File: src/rtl/phy_mgmt_regs_defs.vh
// Purpose: constants for the next-page, master/slave, indirect access and transceiver control registers
// Assumes: register byte address is four times the register index
// Notes: definitions only
`ifndef PHY_MGMT_REGS_DEFS_VH
`define PHY_MGMT_REGS_DEFS_VH

// register indices
`define IDX_NEXT_PAGE_TRANSMIT 6'h07
`define IDX_NEXT_PAGE_RECEIVED 6'h08
`define IDX_MASTER_SLAVE_STATUS 6'h0A
`define IDX_INDIRECT_ACCESS_CONTROL 6'h0D
`define IDX_INDIRECT_ADDRESS_DATA 6'h0E
`define IDX_TRANSCEIVER_CONTROL 6'h10
`define IDX_SOFT_RESET 6'h1F

// reset values
`define RST_NEXT_PAGE_TRANSMIT 16'h0001
`define RST_NEXT_PAGE_RECEIVED 16'h0000
`define RST_TRANSCEIVER_CONTROL 16'h0062
`define RST_INDIRECT_ADDRESS_DATA 16'h0000

// writable masks
`define MASK_NEXT_PAGE_TRANSMIT 16'hB7FF
`define MASK_TRANSCEIVER_CONTROL 16'h007F

// field positions
`define BIT_MORE_PAGES 15
`define BIT_PAGE_TYPE_SELECT 13
`define BIT_SECOND_ACK 12
`define BIT_TOGGLE 11
`define BIT_MS_FAULT 15
`define BIT_MS_MASTER 14
`define BIT_LOCAL_RX_OK 13
`define BIT_REMOTE_RX_OK 12
`define BIT_GIG_FULL_ADV 11
`define BIT_PARTNER_GIG_HALF 10
`define FUNC_HI 15
`define FUNC_LO 14
`define DEV_HI 4
`define DEV_LO 0
`define XOVER_HI 6
`define XOVER_LO 5
`define BIT_CARRIER_ON_TX 3
`define BIT_COLLISION_TEST 2
`define BIT_POLARITY_REV 1
`define BIT_JABBER_DISABLE 0
`define BIT_SOFT_RESET_GO 0

// indirect access functions
`define FUNC_ADDRESS 2'h0
`define FUNC_DATA_NO_INC 2'h1
`define FUNC_DATA_INC_RW 2'h2
`define FUNC_DATA_INC_WR 2'h3

// selectable extended devices
`define DEV_MMD1 5'h01
`define DEV_MMD3 5'h03
`define DEV_MMD7 5'h07
`define MMD_WORDS 16

// crossover modes
`define XOVER_STRAIGHT 2'h0
`define XOVER_CROSSED 2'h1
`define XOVER_AUTO 2'h3

// bus responses
`define RESP_OKAY 2'h0
`define RESP_SLVERR 2'h2

`define IDLE_COUNT_MAX 8'hFF

`endif

File: src/rtl/phy_mgmt_regs.v
// Purpose: management register slice: next pages, master/slave status, indirect device access, transceiver control
// Assumes: AXI4-Lite slave, 40 MHz clk_sys, link-side inputs synchronous to clk_sys
// Notes: transceiver control settings are staged and applied by the soft reset register
//
// The AXI4-Lite slave port was left to the implementer.
`include "phy_mgmt_regs_defs.vh"
`timescale 1ns/100ps
`default_nettype none

module phy_mgmt_regs (
  input wire clk_sys,
  input wire rst,
  input wire [7:0] s_axi_awaddr,
  input wire s_axi_awvalid,
  output reg s_axi_awready,
  input wire [31:0] s_axi_wdata,
  input wire [3:0] s_axi_wstrb,
  input wire s_axi_wvalid,
  output reg s_axi_wready,
  output reg [1:0] s_axi_bresp,
  output reg s_axi_bvalid,
  input wire s_axi_bready,
  input wire [7:0] s_axi_araddr,
  input wire s_axi_arvalid,
  output reg s_axi_arready,
  output reg [31:0] s_axi_rdata,
  output reg [1:0] s_axi_rresp,
  output reg s_axi_rvalid,
  input wire s_axi_rready,
  input wire page_rx_valid,
  input wire [15:0] page_rx_word,
  input wire page_exchanged,
  input wire ms_fault_event,
  input wire ms_resolved_master,
  input wire local_rx_ok,
  input wire remote_rx_ok,
  input wire gig_full_adv,
  input wire partner_gig_half,
  input wire idle_error,
  input wire link_speed_10,
  input wire link_full_duplex,
  output reg [15:0] next_page_transmit,
  output reg [1:0] crossover_mode,
  output reg carrier_on_transmit,
  output reg collision_test_enable,
  output reg polarity_reversal_enable,
  output reg polarity_force_normal,
  output reg jabber_detect_disable
);

  reg [7:0] aw_addr;
  reg aw_full;
  reg [15:0] w_data;
  reg [1:0] w_strb;
  reg w_full;
  reg [7:0] ar_addr;
  reg rd_pend;
  reg [15:0] next_page_received;
  reg ms_fault;
  reg ms_master;
  reg ms_local_ok;
  reg ms_remote_ok;
  reg ms_gig_full;
  reg ms_gig_half;
  reg [7:0] idle_count;
  reg [1:0] access_function;
  reg [4:0] target_device_select;
  reg [15:0] tcr_pending;
  reg [15:0] tcr_active;
  reg [15:0] mmd_addr [0:2];
  reg [15:0] mmd_mem [0:3*`MMD_WORDS-1];
  reg [15:0] next_rdata;
  reg next_rerr;
  integer i;

  wire wr_go = aw_full && w_full && !s_axi_bvalid;
  wire rd_go = rd_pend && !wr_go && !s_axi_rvalid;
  wire [5:0] wr_idx = aw_addr[7:2];
  wire [5:0] rd_idx = ar_addr[7:2];

  // maps the device field to a slot; 3 means no such device
  function [1:0] dev_slot;
    input [4:0] dev;
    begin
      case (dev)
        `DEV_MMD1: dev_slot = 2'h0;
        `DEV_MMD3: dev_slot = 2'h1;
        `DEV_MMD7: dev_slot = 2'h2;
        default: dev_slot = 2'h3;
      endcase
    end
  endfunction

  function [5:0] mem_index;
    input [1:0] slot;
    input [15:0] addr;
    begin
      mem_index = {slot, addr[3:0]};
    end
  endfunction

  // whether an indirect data access moves the selected device address on
  function post_inc;
    input [1:0] fn;
    input is_write;
    begin
      case (fn)
        `FUNC_DATA_INC_RW: post_inc = 1'b1;
        `FUNC_DATA_INC_WR: post_inc = is_write;
        default: post_inc = 1'b0;
      endcase
    end
  endfunction

  // address step; wraps at the top of the 16-bit space
  function [15:0] step_addr;
    input [15:0] addr;
    begin
      step_addr = addr + 16'h0001;
    end
  endfunction

  function [15:0] merge16;
    input [15:0] old_val;
    input [15:0] new_val;
    input [1:0] strb;
    begin
      merge16 = {strb[1] ? new_val[15:8] : old_val[15:8], strb[0] ? new_val[7:0] : old_val[7:0]};
    end
  endfunction

  function is_mapped;
    input [5:0] idx;
    begin
      case (idx)
        `IDX_NEXT_PAGE_TRANSMIT, `IDX_NEXT_PAGE_RECEIVED, `IDX_MASTER_SLAVE_STATUS,
        `IDX_INDIRECT_ACCESS_CONTROL, `IDX_INDIRECT_ADDRESS_DATA, `IDX_TRANSCEIVER_CONTROL,
        `IDX_SOFT_RESET: is_mapped = 1'b1;
        default: is_mapped = 1'b0;
      endcase
    end
  endfunction

  wire [1:0] cur_slot = dev_slot(target_device_select);
  wire dev_ok = (cur_slot != 2'h3);
  wire [15:0] cur_addr = dev_ok ? mmd_addr[cur_slot] : 16'h0000;
  wire [15:0] cur_data = dev_ok ? mmd_mem[mem_index(cur_slot, cur_addr)] : 16'h0000;
  wire [15:0] wr_merged_npt = merge16(next_page_transmit, w_data, w_strb);
  wire [15:0] wr_merged_tcr = merge16(tcr_pending, w_data, w_strb);
  wire [15:0] wr_merged_iad = merge16((access_function == `FUNC_ADDRESS) ? cur_addr : cur_data, w_data, w_strb);
  wire [15:0] wr_merged_iac = merge16(16'h0000, w_data, w_strb);
  wire status_read = rd_go && (rd_idx == `IDX_MASTER_SLAVE_STATUS);

  // read data, taken from state before this cycle's side effects
  always @*
  begin
    next_rdata = 16'h0000;
    next_rerr = 1'b0;
    case (rd_idx)
      `IDX_NEXT_PAGE_TRANSMIT: next_rdata = next_page_transmit;
      `IDX_NEXT_PAGE_RECEIVED: next_rdata = next_page_received;
      `IDX_MASTER_SLAVE_STATUS:
        next_rdata = {ms_fault, ms_master, ms_local_ok, ms_remote_ok, ms_gig_full, ms_gig_half, 2'h0, idle_count};
      `IDX_INDIRECT_ACCESS_CONTROL: next_rdata = 16'h0000;
      `IDX_INDIRECT_ADDRESS_DATA:
        next_rdata = (access_function == `FUNC_ADDRESS) ? cur_addr : cur_data;
      `IDX_TRANSCEIVER_CONTROL: next_rdata = tcr_pending;
      `IDX_SOFT_RESET: next_rdata = 16'h0000;
      default: next_rerr = 1'b1;
    endcase
  end

  // bus handshakes
  always @(posedge clk_sys or posedge rst)
  begin
    if (rst)
    begin
      s_axi_awready <= 1'b1;
      s_axi_wready <= 1'b1;
      s_axi_bvalid <= 1'b0;
      s_axi_bresp <= `RESP_OKAY;
      s_axi_arready <= 1'b1;
      s_axi_rvalid <= 1'b0;
      s_axi_rresp <= `RESP_OKAY;
      s_axi_rdata <= 32'h0000_0000;
      aw_addr <= 8'h00;
      aw_full <= 1'b0;
      w_data <= 16'h0000;
      w_strb <= 2'h0;
      w_full <= 1'b0;
      ar_addr <= 8'h00;
      rd_pend <= 1'b0;
    end
    else
    begin
      if (s_axi_awvalid && s_axi_awready)
      begin
        aw_addr <= s_axi_awaddr;
        aw_full <= 1'b1;
        s_axi_awready <= 1'b0;
      end
      if (s_axi_wvalid && s_axi_wready)
      begin
        w_data <= s_axi_wdata[15:0];
        w_strb <= s_axi_wstrb[1:0];
        w_full <= 1'b1;
        s_axi_wready <= 1'b0;
      end
      if (wr_go)
      begin
        aw_full <= 1'b0;
        w_full <= 1'b0;
        s_axi_bvalid <= 1'b1;
        s_axi_bresp <= is_mapped(wr_idx) ? `RESP_OKAY : `RESP_SLVERR;
      end
      if (s_axi_bvalid && s_axi_bready)
      begin
        s_axi_bvalid <= 1'b0;
        s_axi_awready <= 1'b1;
        s_axi_wready <= 1'b1;
      end
      if (s_axi_arvalid && s_axi_arready)
      begin
        ar_addr <= s_axi_araddr;
        rd_pend <= 1'b1;
        s_axi_arready <= 1'b0;
      end
      if (rd_go)
      begin
        rd_pend <= 1'b0;
        s_axi_rvalid <= 1'b1;
        s_axi_rdata <= {16'h0000, next_rdata};
        s_axi_rresp <= next_rerr ? `RESP_SLVERR : `RESP_OKAY;
      end
      if (s_axi_rvalid && s_axi_rready)
      begin
        s_axi_rvalid <= 1'b0;
        s_axi_arready <= 1'b1;
      end
    end
  end

  // register state and side effects
  always @(posedge clk_sys or posedge rst)
  begin
    if (rst)
    begin
      next_page_transmit <= `RST_NEXT_PAGE_TRANSMIT;
      next_page_received <= `RST_NEXT_PAGE_RECEIVED;
      ms_fault <= 1'b0;
      ms_master <= 1'b0;
      ms_local_ok <= 1'b0;
      ms_remote_ok <= 1'b0;
      ms_gig_full <= 1'b0;
      ms_gig_half <= 1'b0;
      idle_count <= 8'h00;
      access_function <= `FUNC_ADDRESS;
      target_device_select <= 5'h00;
      tcr_pending <= `RST_TRANSCEIVER_CONTROL;
      tcr_active <= `RST_TRANSCEIVER_CONTROL;
      for (i = 0; i < 3; i = i + 1)
        mmd_addr[i] <= `RST_INDIRECT_ADDRESS_DATA;
      for (i = 0; i < 3 * `MMD_WORDS; i = i + 1)
        mmd_mem[i] <= 16'h0000;
    end
    else
    begin
      ms_master <= ms_resolved_master;
      ms_local_ok <= local_rx_ok;
      ms_remote_ok <= remote_rx_ok;
      ms_gig_full <= gig_full_adv;
      ms_gig_half <= partner_gig_half;
      // received page: more-pages, type, second_acknowledge and code kept as sent; toggle stored inverted
      if (page_rx_valid)
        next_page_received <= {page_rx_word[`BIT_MORE_PAGES], 1'b0, page_rx_word[13:12],
          ~page_rx_word[`BIT_TOGGLE], page_rx_word[10:0]};
      // fault flag: a new event wins over the clear by read
      if (ms_fault_event)
        ms_fault <= 1'b1;
      else if (status_read)
        ms_fault <= 1'b0;
      // idle errors since last read; an error in the read cycle starts the new count
      if (status_read)
        idle_count <= idle_error ? 8'h01 : 8'h00;
      else if (idle_error && idle_count != `IDLE_COUNT_MAX)
        idle_count <= idle_count + 8'h01;
      // toggle bit follows the exchange of the local page
      if (page_exchanged)
        next_page_transmit[`BIT_TOGGLE] <= ~next_page_transmit[`BIT_TOGGLE];
      if (wr_go)
      begin
        case (wr_idx)
          `IDX_NEXT_PAGE_TRANSMIT:
          begin
            next_page_transmit[15:12] <= {wr_merged_npt[15], 1'b0, wr_merged_npt[13:12]};
            next_page_transmit[10:0] <= wr_merged_npt[10:0];
          end
          `IDX_INDIRECT_ACCESS_CONTROL:
          begin
            access_function <= wr_merged_iac[`FUNC_HI:`FUNC_LO];
            target_device_select <= wr_merged_iac[`DEV_HI:`DEV_LO];
          end
          `IDX_INDIRECT_ADDRESS_DATA:
            if (dev_ok)
            begin
              if (access_function == `FUNC_ADDRESS)
                mmd_addr[cur_slot] <= wr_merged_iad;
              else
              begin
                mmd_mem[mem_index(cur_slot, cur_addr)] <= wr_merged_iad;
                if (post_inc(access_function, 1'b1))
                  mmd_addr[cur_slot] <= step_addr(cur_addr);
              end
            end
          `IDX_TRANSCEIVER_CONTROL:
            tcr_pending <= wr_merged_tcr & `MASK_TRANSCEIVER_CONTROL;
          `IDX_SOFT_RESET:
            if (wr_merged_iac[`BIT_SOFT_RESET_GO])
              tcr_active <= tcr_pending;
          default:
            tcr_active <= tcr_active;
        endcase
      end
      else if (rd_go && rd_idx == `IDX_INDIRECT_ADDRESS_DATA && dev_ok
        && post_inc(access_function, 1'b0))
        mmd_addr[cur_slot] <= step_addr(cur_addr);
    end
  end

  // transceiver outputs driven from the applied settings
  always @(posedge clk_sys or posedge rst)
  begin
    if (rst)
    begin
      crossover_mode <= `XOVER_AUTO;
      carrier_on_transmit <= 1'b0;
      collision_test_enable <= 1'b0;
      polarity_reversal_enable <= 1'b1;
      polarity_force_normal <= 1'b0;
      jabber_detect_disable <= 1'b0;
    end
    else
    begin
      crossover_mode <= tcr_active[`XOVER_HI:`XOVER_LO];
      carrier_on_transmit <= tcr_active[`BIT_CARRIER_ON_TX]
        && (!link_speed_10 || !link_full_duplex);
      collision_test_enable <= tcr_active[`BIT_COLLISION_TEST] && !link_full_duplex;
      polarity_reversal_enable <= tcr_active[`BIT_POLARITY_REV];
      polarity_force_normal <= !tcr_active[`BIT_POLARITY_REV] && link_speed_10;
      jabber_detect_disable <= tcr_active[`BIT_JABBER_DISABLE];
    end
  end

endmodule // phy_mgmt_regs

`default_nettype wire

File: config.mk
export PLATFORM = sky130hd
export DESIGN_NAME = phy_mgmt_regs
export DESIGN_NICKNAME = d
export VERILOG_FILES = /design/src/rtl/phy_mgmt_regs.v
export VERILOG_INCLUDE_DIRS = /design/src /design/src/rtl
export SDC_FILE = /design/constraint.sdc
export NUM_CORES = 2
export LEC_CHECK = 0
export BUFFER_PORTS_ARGS = -buffer_cell sky130_fd_sc_hd__buf_2
export CAP_MARGIN = 10
export CORE_MARGIN = 4
export CORE_UTILIZATION = 50
export CTS_BUF_LIST = sky130_fd_sc_hd__clkbuf_4
export CTS_CLUSTER_DIAMETER = 60
export DETAILED_ROUTE_END_ITERATION = 8
export PLACE_DENSITY = 0.69
export RECOVER_POWER = 50
export SKIP_LAST_GASP = 1
export SLEW_MARGIN = 15
export SYNTH_ARGS = -nofsm -noshare
export SYNTH_HDL_FRONTEND = slang
export SYNTH_SLANG_ARGS = --single-unit
File: constraint.sdc
create_clock -name clk_sys -period 27.5 [get_ports clk_sys]
set_clock_uncertainty 0.05 [all_clocks]
set_input_delay 2.75 -clock clk_sys [delete_from_list [all_inputs] [get_ports clk_sys]]
set_output_delay 2.75 -clock clk_sys [all_outputs]
set_load 0.05 [all_outputs]
==> run summary <==
per-cell routed wire length -> 23.9 microns
Root Driver -> clkbuf_4
Internal -> 2.22 mW
hold_ws -> 322 ps
gr usage total -> 0.311
Cell Area, Synth -> 43400 sq um
Rows -> 107
cell count after placement -> 5567
Mapped Cells -> 4651
routability cong. -> 0.971
CP Cell Sequence -> clkbuf_1, clkinvlp_4, clkbuf_1, clkbuf_1, clkbuf_1
initial antenna violation count -> 3
vias in the first global route -> 35055
GRT overflow -> 0
CP peak stage delay -> 6820 ps
CP arrival -> 14770 ps
Worst Hold Launch -> tcr_active[5]$_DFFE_PP1P_
kind of critical path -> in -> async
vias -> 36959
NetSw -> 1.15 mW
Cell Count, Final, Fillers Out -> 6001
Worst-path clk slew -> 70 ps
CTS tree -> done
failing checks -> capacitance limit, slew limit
worst r2r src -> target_device_select[1]$_DFFE_PP0P_
CTS H-tree depth -> 4
max capacitance violation total -> 11
first-pass detailed-route iteration total -> 8
hold-critical path depth -> 0
final wirelength -> 143000 microns
Port Buffer Count -> 107
R2R Setup Slk -> 13950 ps
most used cell, CP -> clkbuf_1
Post-synth EDFFs -> 0
most common cell after layout, fill and taps aside -> nand2_1
worst-skew pair later-pin latency -> 1210 ps
hold-fix buffer count after cts -> 0
PwrDens -> 71.3 nW/um^2
Yosys reg bits -> 943
Max Freq -> 69.9 MHz
I/O pins -> 150
post-CTS setup buffer count -> 0
outcome -> complete, but fails checks
initial core utilization -> 0.507
synthesis-to-finish area growth -> 8.88%
most frequent cells in the layout -> nand2_1, dfrtp_1, o21ai_0, nor2_1, clkbuf_4
Rel. slew slack -> -5.61
minimum clock period -> 14310 ps
Worst Tran Pin Value -> 9910 ps
Finished Cell Area -> 47300 sq um
first-pass GRT wire length -> 216000 microns
VDD IR max -> 0.0579 mV
sequential share of power -> 0.449
Fin Setup TNS -> 0 ps
share of layout cells above drive strength 1 -> 0.149
CP Capture Type -> asynchronous set/reset pin
largest net degree at the start of global routing -> 178
CP Max Fanout -> 174
die area -> 91600 sq um
Unique masters post-synth -> 85
clock network fraction of design power -> 0.365
Sw Share -> 0.341
WP buf/inv -> 5
fin. max-slew vios -> 851
Crit path max-delay family -> buffers and inverters
Worst R2R End -> mmd_addr[27]$_DFFE_PP0P_
Crit-path slowest cell -> clkbuf_1
Resize count post-CTS -> 0
first-iteration detailed-routing DRC count -> 3978
Comb power frac -> 0.186
Hold Path Class -> reg -> reg
die height -> 303 microns
Core ar. -> 85700 sq um
Required @ worst endpoint -> 27960 ps
Post-DRT Antenna Nets -> 0
Leak Pwr -> 21.1 nW
Num CTS Buffers -> 241
final-report setup violation count -> 0
synthesized area per cell -> 9.34 sq um
CTS sink count -> 943
Final Hold Viols -> 0
nets@finish -> 4754
Filler Cell Count -> 7893
async set or reset register ratio after synthesis -> 1.00
ys flop type -> dfrtp_1
sequential-to-total area share from yosys stat -> 0.544
area post-placement -> 44300 sq um
RSZ-0062 raised after global routing -> false
r2r worst-path depth -> 11
final core occ -> 0.552
die width -> 303 microns
Worst Setup Start Kind -> input pin
DRC errors left -> 0
DR vias/cell -> 6.16
crit share post-route -> 0.520
Final HPWL DP -> 89200 microns
Yosys Warn Count -> 0
CTS Buffer Depth -> 3
end of the worst hold path -> crossover_mode[0]$_DFF_PP1_
-- area by class of cell --
cell class	count	area (sq um)	area share
antenna	14	35.0	0.000741
clock buffer	363	2730	0.0576
clock inverter	57	375	0.00794
inverter	26	108	0.00228
multi-input combinational	3270	17900	0.379
sequential	943	23600	0.499
tap	1144	1430	0.0303
timing repair buffer	184	1060	0.0224
-- power groups by stage --
| stage | clock network (mW) | logic, mW | registers (mW) |
|---|---|---|---|
| floorplan | 0 | 0.357 | 1.56 |
| finish | 1.23 | 0.628 | 1.51 |
| CTS | 1.24 | 0.619 | 1.51 |
| global placement | 0 | 0.613 | 1.53 |
| detailed placement | 0 | 0.618 | 1.53 |
| global route | 1.32 | 0.660 | 1.52 |
-- registers in the layout, summed over array words and instances, names as in the netlist, 5 cells and up --
| register | count |
|---|---|
| s_axi_rdata | 16 |
| next_page_transmit | 15 |
| next_page_received | 15 |
| tcr_active | 6 |
| idle_count | 8 |
| w_data | 16 |
| aw_addr | 6 |
| tcr_pending | 7 |
| ar_addr | 6 |
| mmd_addr | 48 |
| target_device_select | 5 |
| mmd_mem | 768 |
-- through the flow --
step / power, mW / setup WS, ps
2_1_floorplan: 1.92 / 11730
3_3_place_gp: 2.15 / 20960
3_5_place_dp: 2.15 / 20930
4_1_cts: 3.37 / 20900
5_1_grt: 3.50 / 10940
6_report: 3.37 / 13190
-- layer usage --
metal  vias up  wire (microns)  global-route usage
met5         -               0                   0
met4         0            7460               0.151
met3       484           16100              0.0967
met2      2017           62400               0.463
met1     17970           57200               0.416
li1      16488               -                   -
-- how the worst max path moves through the flow --
stage / to / slack, ps / cells past startpoint / start
after floorplan: access_function[0]$_DFFE_PP0P_ / 11730 / 1 / rst
after global placement: mmd_addr[27]$_DFFE_PP0P_ / 20960 / 12 / target_device_select[1]$_DFFE_PP0P_
after detailed placement: mmd_addr[27]$_DFFE_PP0P_ / 20930 / 12 / target_device_select[1]$_DFFE_PP0P_
after CTS: mmd_addr[27]$_DFFE_PP0P_ / 20900 / 12 / target_device_select[1]$_DFFE_PP0P_
after global routing: mmd_mem[417]$_DFFE_PP0P_ / 10940 / 5 / rst
final: mmd_mem[368]$_DFFE_PP0P_ / 13190 / 5 / rst
-- kinds of logic (layout without fill, tap and decap cells) --
| logic type | count (synthesis) | count (layout) | synth area share |
|---|---|---|---|
| flops | 943 | 943 | 0.544 |
| simple gates | 1653 | 1653 | 0.157 |
| xor+xnor | 19 | 19 | 0.00383 |
| mux | 229 | 229 | 0.0574 |
| compound gates | 1348 | 1348 | 0.188 |
| other cells | 1 | 33 | 0.0000864 |
| buf+inv | 456 | 630 | 0.0494 |
| fa+ha+maj | 2 | 2 | 0.000576 |
-- synthesized netlist by cell type (all sizes together), types with 13 or more instances --
library cell,n,area [sq um]
inv,26,97.6
nor2,391,1470
o221ai,59,517
nand3,56,280
buf,167,1060
o221a,18,203
mux2,140,1580
nor3,137,691
or3,18,113
a32oi,15,131
a311oi,17,149
nand4,18,113
dfstp,13,342
a221oi,32,280
mux2i,87,871
dfrtp,930,23300
nand2b,18,113
nor4,16,100
clkbuf,263,988
o22ai,50,319
o211ai,27,203
o2111ai,18,158
xnor2,14,123
a31oi,49,307
o31ai,21,158
a211oi,39,298
a21oi,299,1500
o21ai,597,2990
a22oi,14,110
nand2,947,3560
Power figures use the tool's default switching activity.
